<file path="src/common/sdrp_pkg.sv">
// Function
// - Select high: ignore traffic, reset interface
// - Accept or return data only while selected
// - Read strobe falling shifts next bit out
// - Capture data line on every write rise, except after an unknown identifier
// - One shared data line, both directions
// - Display memory of 32 four-bit locations
// - Memory bits drive pattern outputs directly
// - Read, write and read-modify-write accesses
// - Address advances after each written nibble, and after each read nibble in read mode
// - Data mode versus command mode decoding
// - Three-bit identifier: 110, 101, 100
// - Address MSB first, nibbles LSB first
// - Successive commands omit the identifier
package sdrp_pkg;

  // ****************************************
  // Geometry
  // ****************************************
  localparam int SDRP_LOCS = 32;
  localparam int SDRP_NIB_W = 4;
  localparam int SDRP_ADDR_W = 6;
  localparam int SDRP_CMD_W = 9;
  localparam int SDRP_RAM_W = SDRP_LOCS * SDRP_NIB_W;

  // ****************************************
  // Pin vector positions and idle levels
  // ****************************************
  localparam int SDRP_PIN_CS = 0;
  localparam int SDRP_PIN_WR = 1;
  localparam int SDRP_PIN_RD = 2;
  localparam int SDRP_PIN_DAT = 3;
  localparam logic [3:0] SDRP_PIN_IDLE = 4'hf;

  // ****************************************
  // Mode identifiers and bit counts
  // ****************************************
  localparam logic [2:0] SDRP_ID_READ = 3'h6;
  localparam logic [2:0] SDRP_ID_WRITE = 3'h5;
  localparam logic [2:0] SDRP_ID_CMD = 3'h4;
  localparam logic [3:0] SDRP_ID_LAST = 4'h2;
  localparam logic [3:0] SDRP_ADDR_LAST = 4'h5;
  localparam logic [3:0] SDRP_CMD_LAST = 4'h8;
  localparam logic [1:0] SDRP_NIB_LAST = 2'h3;

  typedef enum logic [2:0] {
    SDRP_ST_ID = 3'b000,
    SDRP_ST_ADDR = 3'b001,
    SDRP_ST_DATA = 3'b010,
    SDRP_ST_CMD = 3'b011,
    SDRP_ST_SKIP = 3'b100
  } sdrp_state_e;

endpackage

</file>
<file path="src/hdl/sdrp_top.sv">
`timescale 1ns/1ps
module sdrp_top
  import sdrp_pkg::*;
(
  input wire logic clk,
  input wire logic rstn,
  input wire logic cs_n,
  input wire logic wr_n,
  input wire logic rd_n,
  input wire logic data_in,
  output logic data_out,
  output logic data_oe,
  output logic [SDRP_RAM_W-1:0] seg_pattern,
  output logic [SDRP_CMD_W-1:0] cmd_word,
  output logic cmd_valid
);

  // ****************************************
  // State
  // ****************************************
  typedef struct packed {
    logic [3:0] s1;
    logic [3:0] s2;
    logic [3:0] prev;
    sdrp_state_e st;
    logic rd_mode;
    logic [2:0] id;
    logic [3:0] cnt;
    logic [SDRP_ADDR_W-1:0] addr;
    logic [1:0] wcnt;
    logic [1:0] rcnt;
    logic [SDRP_CMD_W-1:0] sh;
    logic [SDRP_NIB_W-1:0] nib;
    logic [SDRP_RAM_W-1:0] ram;
    logic dout;
    logic oe;
    logic [SDRP_CMD_W-1:0] cmd;
    logic cmd_v;
  } sdrp_regs_s;

  sdrp_regs_s q;
  sdrp_regs_s d;

  logic sel;
  logic wr_rise;
  logic rd_fall;
  logic wr_low;
  logic bit_in;
  logic [6:0] base;

  // Edges compare the second stage with its delayed copy; first stage feeds nothing else
  assign sel = !q.s2[SDRP_PIN_CS];
  assign wr_rise = q.s2[SDRP_PIN_WR] && !q.prev[SDRP_PIN_WR];
  assign rd_fall = !q.s2[SDRP_PIN_RD] && q.prev[SDRP_PIN_RD];
  assign wr_low = !q.s2[SDRP_PIN_WR];
  assign bit_in = q.s2[SDRP_PIN_DAT];
  assign base = {q.addr[4:0], 2'h0};

  // ****************************************
  // Next state
  // ****************************************
  always_comb
  begin
    d = q;
    d.s1 = {data_in, rd_n, wr_n, cs_n};
    d.s2 = q.s1;
    d.prev = q.s2;
    d.cmd_v = 1'b0;
    if (!sel)
    begin
      // Deselect resets the serial interface and drops traffic
      d.st = SDRP_ST_ID;
      d.cnt = 4'h0;
      d.id = 3'h0;
      d.wcnt = 2'h0;
      d.rcnt = 2'h0;
      d.oe = 1'b0;
    end
    else
    begin
      // Host drives the line while the write strobe is low
      if (wr_low || q.st != SDRP_ST_DATA)
      begin
        d.oe = 1'b0;
      end
      if (wr_rise)
      begin
        unique case (q.st)
          SDRP_ST_ID:
          begin
            d.id = {q.id[1:0], bit_in};
            d.cnt = q.cnt + 4'h1;
            if (q.cnt == SDRP_ID_LAST)
            begin
              d.cnt = 4'h0;
              // Mode decode; an unknown code is swallowed until deselect
              if ({q.id[1:0], bit_in} == SDRP_ID_READ)
              begin
                d.st = SDRP_ST_ADDR;
                d.rd_mode = 1'b1;
              end
              else if ({q.id[1:0], bit_in} == SDRP_ID_WRITE)
              begin
                d.st = SDRP_ST_ADDR;
                d.rd_mode = 1'b0;
              end
              else if ({q.id[1:0], bit_in} == SDRP_ID_CMD)
              begin
                d.st = SDRP_ST_CMD;
              end
              else
              begin
                d.st = SDRP_ST_SKIP;
              end
            end
          end
          SDRP_ST_ADDR:
          begin
            // Address arrives most significant bit first
            d.addr = {q.addr[SDRP_ADDR_W-2:0], bit_in};
            d.cnt = q.cnt + 4'h1;
            if (q.cnt == SDRP_ADDR_LAST)
            begin
              d.st = SDRP_ST_DATA;
              d.cnt = 4'h0;
              d.wcnt = 2'h0;
              d.rcnt = 2'h0;
            end
          end
          SDRP_ST_DATA:
          begin
            // Nibble bits arrive least significant first
            d.nib[q.wcnt] = bit_in;
            d.wcnt = q.wcnt + 2'h1;
            if (q.wcnt == SDRP_NIB_LAST)
            begin
              d.ram[base +: SDRP_NIB_W] = {bit_in, q.nib[2:0]};
              d.addr = q.addr + 6'h01;
              d.rcnt = 2'h0;
            end
          end
          SDRP_ST_CMD:
          begin
            // Nine bits per command, repeated without a new identifier
            d.sh = {q.sh[SDRP_CMD_W-2:0], bit_in};
            d.cnt = q.cnt + 4'h1;
            if (q.cnt == SDRP_CMD_LAST)
            begin
              d.cmd = {q.sh[SDRP_CMD_W-2:0], bit_in};
              d.cmd_v = 1'b1;
              d.cnt = 4'h0;
            end
          end
          SDRP_ST_SKIP:
          begin
            d.cnt = q.cnt;
          end
          default:
          begin
            d.st = SDRP_ST_SKIP;
          end
        endcase
      end
      // Read bit goes out on the falling read strobe and holds until the next
      if (rd_fall && q.st == SDRP_ST_DATA)
      begin
        d.dout = q.ram[base + {5'h00, q.rcnt}];
        d.oe = 1'b1;
        d.rcnt = q.rcnt + 2'h1;
        // Only pure reads advance here; read-modify-write advances on write
        if (q.rcnt == SDRP_NIB_LAST && q.rd_mode)
        begin
          d.addr = q.addr + 6'h01;
        end
      end
    end
  end

  // ****************************************
  // Registers
  // ****************************************
  always_ff @(posedge clk)
  begin
    if (!rstn)
    begin
      q <= '0;
      q.s1 <= SDRP_PIN_IDLE;
      q.s2 <= SDRP_PIN_IDLE;
      q.prev <= SDRP_PIN_IDLE;
    end
    else
    begin
      q <= d;
    end
  end

  // Pattern outputs are the memory flops themselves, no command needed
  assign seg_pattern = q.ram;
  assign data_out = q.dout;
  assign data_oe = q.oe;
  assign cmd_word = q.cmd;
  assign cmd_valid = q.cmd_v;
endmodule

</file>
<file path="config.mk">
export PLATFORM = sky130hd
export DESIGN_NAME = sdrp_top
export DESIGN_NICKNAME = d
export VERILOG_FILES = /design/src/common/sdrp_pkg.sv /design/src/hdl/sdrp_top.sv
export SDC_FILE = /design/constraint.sdc
export NUM_CORES = 1
export LEC_CHECK = 0
export ABC_AREA = 1
export BUFFER_PORTS_ARGS = -buffer_cell sky130_fd_sc_hd__buf_2
export CAP_MARGIN = 25
export CORE_MARGIN = 8
export CORE_UTILIZATION = 25
export CTS_BUF_LIST = sky130_fd_sc_hd__clkbuf_4 sky130_fd_sc_hd__clkbuf_8
export CTS_CLUSTER_DIAMETER = 80
export CTS_CLUSTER_SIZE = 28
export DETAILED_ROUTE_END_ITERATION = 8
export GPL_TIMING_DRIVEN = 0
export PLACE_DENSITY = 0.52
export REMOVE_ABC_BUFFERS = 1
export SYNTH_ARGS = -nofsm -noshare
export SYNTH_HDL_FRONTEND = slang
export SYNTH_SLANG_ARGS = --single-unit
</file>
<file path="constraint.sdc">
create_clock -name clk -period 2.3 [get_ports clk]
set_input_delay 0.115 -clock clk [delete_from_list [all_inputs] [get_ports clk]]
set_output_delay 0.115 -clock clk [all_outputs]
set_load 0.05 [all_outputs]
</file>
==> impl_metrics.tcl, run 1 <==
set metrics [dict create \
    min_period_over_period_pct 93.3 \
    critical_path_class "register to register" \
    crit_path_end_kind "register" \
    slowest_stage "dfxtp_4" \
    critPathArrivalTime_ns 2.54 \
    cts_num_sinks 180 \
    synthCells 1414 \
    synth.distinct_cells 42 \
    rows 73 \
    nets 1447 \
    clock_path_buffers 2 \
    crit_chain "buf_16, inv_16, ha_4, nand3_2, nand2_2, nand3_4, buf_4, buf_4, nor2_8, inv_1, nor2_1, nor2_1" \
    post-route-util_pct 28.1 \
    antennaDiodeCount 0 \
    fmax_ghz 0.466 \
    grt_pass1_wl_um 50800 \
    finalMaxSlewViolations 0 \
    dp_hpwl_um 23300 \
    report.final.hold_viol_count 0 \
    root_buffer "clkbuf_8" \
    ir_drop_uv 315 \
    grt_overflow 0 \
    die_w_um 216 \
    syn_to_final_growth_pct 11.4 \
    period_needed_ns 2.15 \
    fin_ws_ns 0.154 \
    initial_core_util_pct 25.2 \
    dieArea_mm2 0.0465 \
    min-delay-start "rstn" \
    crit_path_start_kind "register" \
    dieHeight_um 216 \
    cp-startpoint "base[2]" \
    place_ws_ns -1.33 \
    drive_above_1_share_pct 21.2 \
    synth_top_area_share_pct 36.1 \
    grt_max_degree 64 \
    critical_path_buf_inv_count 5 \
    htreeDepth 4 \
    synth_edf_count 0 \
    io_pins 146 \
    ys.flop_type "dfxtp_1" \
    clk_latency_ns 0.50 \
    grt_antenna_before_repair 0 \
    drt-total-wl_um 33300 \
    synth-async-reset-ratio_pct 0 \
    path_delay_family "buffers and inverters" \
    max_slew_margin_pct 49.3 \
    drt_iter0_markers 664 \
    yosysSeqAreaShare_pct 36.1 \
    gp_congestion 0.824 \
    wl_per_cell_um 17.0 \
    final_cells 1965 \
    synth_top_area_cell "dfxtp_1" \
    cp_max_fo 26 \
    ys.warnings.count 0 \
    core-area_mm2 0.0395 \
    ant_nets 0 \
    dr.pass1.iters 6 \
    grt_pass1_vias 8550 \
    min_path_type "input pin to register" \
    drv_cap 0 \
    r2r_start "base[2]" \
    drc_errors 0 \
    status "complete, no violations" \
    p_leak_nw 4.75 \
    power.density_mw_per_mm2 518 \
    synth.top_cells.by_area "dfxtp_1, buf_4, nand2_1" \
    vias 8854 \
    portBuffers 145 \
    netlist_area_mm2 0.00997 \
    cts_buffers 17 \
    grt.total_usage_pct 14.0 \
    via_per_inst 4.51 \
    post-place-cells 1902 \
    clk_pin_slew_ns 0.10 \
    max_stage_delay_ns 0.37 \
    cp.required_ns 2.69 \
    tightest_slew_ns 0.758 \
    syn_area_per_cell_um2 7.05 \
    tns_ns 0 \
    cts_tree "done" \
    hold_ws_ns 0.0788 \
    regToRegSetupSlack_ns 0.15 \
    rsz0062_at_grt "true" \
    setup_viol 0 \
    clock_skew_ns 0.0306 \
    ys_ff_latch 180 \
]
[worst paths after layout]
check | to | cells past startpoint
min reg2reg | d[176] | 1
min | register | 3
max reg2reg | register | 12
max | register | 12
[stage by stage]
stage / cell area (um^2) / total power, mW
2_1_floorplan: 8720 / 3.30
3_3_place_gp: 10100 / 3.38
3_5_place_dp: 10200 / 3.39
4_1_cts: 11000 / 5.84
5_1_grt: 11100 / 5.97
6_report: 11100 / 5.75
[cell usage in the layout (no fill, tap or decap), types with 3 or more instances in the layout]
cell,netlist,layout
xor2_1,4,4
inv_2,14,16
o21ai_1,24,26
a31oi_1,3,3
buf_2,7,144
o211ai_1,4,4
or2_2,9,9
inv_6,0,4
nor2_8,9,9
inv_4,0,3
o21ai_0,98,96
nor2_2,8,7
buf_4,138,22
bufinv_16,0,3
nor3_1,24,23
nand2_2,5,4
buf_16,0,3
dlygate4sd3_1,0,4
a211oi_2,4,5
inv_1,137,130
nand3_1,100,100
clkbuf_8,0,18
ha_1,14,13
dfxtp_4,0,4
nor2_1,170,164
clkinvlp_4,0,3
o22ai_1,6,6
a21oi_1,110,110
dfxtp_1,180,175
nor2_4,16,23
a211oi_1,18,17
buf_12,0,8
nand2_1,252,252
[cells by family after synthesis]
family / count (synthesis) / synth area share, %
DFF: 180 / 36.1
and+or+nand+nor: 603 / 28.5
buffers and inverters: 339 / 18.3
adders and majority gates: 14 / 1.76
AOI/OAI and AO/OA: 273 / 14.9
xor gates and xnor gates: 5 / 0.515
[worst register-to-register path, stage by stage (launching register included)]
cell and delay (ns):
dfxtp_4 0.37, buf_16 0.15, inv_16 0.13, ha_4 0.21, nand3_2 0.19, nand2_2 0.18, nand3_4 0.09, buf_4 0.18
buf_4 0.20, nor2_8 0.13, inv_1 0.06, nor2_1 0.09, nor2_1 0.05
[cells in the mapped netlist, types with 16 or more instances]
library cell	n
a21oi_1	110
nor2_4	16
inv_1	137
buf_4	138
dfxtp_1	180
nand2_1	252
clkbuf_1	33
nor2_1	170
nand3_1	100
o21ai_1	24
nor3_1	24
o21ai_0	98
a211oi_1	18
[routing by layer]
layer | GRT usage, % | up-vias | part of all wire [%]
met5 | 0 | - | 0
met4 | 4.65 | 0 | 2.3
met3 | 4.18 | 34 | 7.3
met2 | 23.2 | 247 | 47
met1 | 17.2 | 4128 | 44
li1 | - | 4445 | -
[power breakdown]
part | leakage (nW) | internal [mW] | switching (mW)
Combinational | 3.08 | 0.0620 | 0.150
Sequential | 1.45 | 3.12 | 0.00725
Clock | 0.213 | 1.14 | 1.28
Total | 4.75 | 4.32 | 1.44
[layout make-up]
type / instances / area, um^2
clock inverters: 13 / 171
fillers: 4349 / 28400
inverters: 152 / 602
multi-input cells: 895 / 4630
well taps: 525 / 657
flip-flops and latches: 180 / 3620
repair buffers: 181 / 1170
clock buffers: 19 / 255
[what timing repair did]
action                     in CTS  in global routing
setup endpoints to repair     129                 81
buffers inserted               19                  8
hold buffers                    4                  0
hold endpoints to repair        4                  0
resized for setup              20                 23
pin swaps                       4                  7
Power figures use the tool's default switching activity.
==> inputs of run 2 (changes only) <==
--- a/config.mk
+++ b/config.mk
@@ -16,7 +16,7 @@
 export DETAILED_ROUTE_END_ITERATION = 8
 export GPL_TIMING_DRIVEN = 0
 export PLACE_DENSITY = 0.52
-export REMOVE_ABC_BUFFERS = 1
+export RECOVER_POWER = 100
 export SYNTH_ARGS = -nofsm -noshare
 export SYNTH_HDL_FRONTEND = slang
 export SYNTH_SLANG_ARGS = --single-unit
==> impl_metrics.tcl, run 2 (synthesized netlist as in run 1, its figures left out) <==
set metrics [dict create \
    wl_per_cell_um 17.8 \
    period_needed_ns 2.24 \
    setup_viol 0 \
    crit_path_end_kind "register" \
    mostFrequentLayoutCell "nand2_1" \
    portBuffers 145 \
    power.density_mw_per_mm2 460 \
    setup.worst_path.end "data_out" \
    crit_path_start_kind "register" \
    via_per_inst 4.55 \
    cts_num_sinks 180 \
    critPathArrivalTime_ns 2.60 \
    grt.total_usage_pct 15.9 \
    gp_congestion 0.921 \
    final_cells 2139 \
    fin_area_mm2 0.0122 \
    fin_ws_ns 0.0584 \
    nets 1621 \
    r2r_cells 13 \
    io_pins 146 \
    drive_above_1_share_pct 29.4 \
    dieArea_mm2 0.0465 \
    cp.required_ns 2.66 \
    post-route-util_pct 30.9 \
    drt_iter0_markers 726 \
    crit_top_cell "nand3_1" \
    grt_pass1_wl_um 56800 \
    slowest_stage "dfxtp_1" \
    grt_pass1_vias 9452 \
    finalMaxSlewViolations 0 \
    cp_max_fo 10 \
    ant_nets 0 \
    post_dp_cell_area_mm2 0.0114 \
    grt_antenna_before_repair 0 \
    rsz0062_at_grt "true" \
    grt_max_degree 19 \
    root_buffer "clkbuf_8" \
    die_w_um 216 \
    status "complete, no violations" \
    fmax_ghz 0.446 \
    clk_pin_slew_ns 0.11 \
    report.final.hold_viol_count 0 \
    place_ws_ns -0.714 \
    min_period_over_period_pct 97.5 \
    min_path_type "input pin to register" \
    cts_tree "done" \
    final_cell_mix "nand2_1, dfxtp_1, buf_4, nor2_1, buf_2" \
    path_delay_family "simple AND/OR/NAND/NOR gates" \
    clock_path_buffers 2 \
    dp_hpwl_um 29000 \
    dieHeight_um 216 \
    drt-total-wl_um 38200 \
    dr.pass1.iters 7 \
    fill_cells 4372 \
    htreeDepth 4 \
    post-place-cells 2084 \
    path_depth 13 \
    max_slew_margin_pct 35.6 \
    vias 9743 \
    clk_latency_ns 0.51 \
    antennaDiodeCount 0 \
    critical_path_buf_inv_count 4 \
    drv_cap 0 \
    initial_core_util_pct 25.2 \
    cts_buffers 17 \
    r2r-end "data_out" \
    grt_overflow 0 \
    critical_path_class "register to register" \
    ir_drop_uv 345 \
    tightest_slew_ns 0.965 \
    core-area_mm2 0.0395 \
    r2r_start "q[154]" \
    syn_to_final_growth_pct 22.5 \
    synth.net_count 1434 \
    regToRegSetupSlack_ns 0.06 \
    max_stage_delay_ns 0.32 \
    clock_skew_ns 0.0265 \
    rows 73 \
    crit_chain "clkbuf_4, inv_1, buf_4, buf_4, nand3_1, nand3_1, nand2_1, nand2_1, nand4_1, nand3_1, nand2_1, nand3_1, a21oi_1" \
    cp-startpoint "q[154]" \
    p_leak_nw 5.56 \
    drc_errors 0 \
]
==> run 2: changes by cell type in the layout (fill, tap and decap cells not counted), sizes merged <==
cell	before	now
buf	177	316
clkinvlp	3	1
bufinv	3	0
inv	155	160
clkbuf	19	54
==> run 2: power breakdown <==
group | switching (mW) | internal [mW] | leakage, nW | total [mW]
Combinational | 0.182 | 0.0642 | 3.90 | 0.246
Clock | 1.37 | 0.867 | 0.202 | 2.24
Sequential | 0.00703 | 3.12 | 1.45 | 3.13
==> run 2: cell type report <==
class / instances / area (um^2) / area share (%)
buffer: 187 / 1330 / 10.9
clock buffer: 19 / 262 / 2.14
tap: 525 / 657 / 5.38
clock inverter: 13 / 126 / 1.03
inverter: 152 / 591 / 4.84
sequential: 180 / 3610 / 29.5
timing repair buffer: 168 / 950 / 7.78
multi-input combinational: 895 / 4690 / 38.4
==> run 2: per-layer routing <==
layer	track usage, %	share of wire [%]	vias up
met4	6.11	3.4	0
li1	-	-	4822
met5	0	0	-
met2	26.6	47	347
met3	2.92	6.1	72
met1	20.1	43	4502
==> run 2: how the worst min path moves through the flow <==
| stage | from | end | cells past startpoint |
|---|---|---|---|
| after global placement | rd_n | d[180] | 2 |
| final | rstn | cmd_valid | 3 |
| after global routing | rstn | cmd_valid | 3 |
| after CTS | rstn | cmd_valid | 3 |
| after floorplan | cs_n | d[178] | 1 |
| after detailed placement | wr_n | d[179] | 2 |
==> run 2: stage by stage <==
step	TNS, ns	total power [mW]	hold slack (ns)
final	0	5.61	0.124
after global routing	-0.0843	5.79	0.123
after CTS	0	5.66	0.0973
after detailed placement	-68.49	3.41	0.303
after global placement	-71.07	3.41	0.302
after floorplan	0	3.32	0.222
==> run 2: what timing repair did <==
action | 4_1_cts | 5_1_grt
endpoints found under the setup margin | 129 | 127
pin swaps | 7 | 16
hold buffers | 4 | 0
endpoints found under the hold margin | 4 | 0
setup buffers | 11 | 8
resized for setup | 54 | 44
==> run 2: tightest hold or removal path, stage by stage <==
cell and delay (ns):
buf_2 0.15, inv_2 0.18, nor2_4 0.11
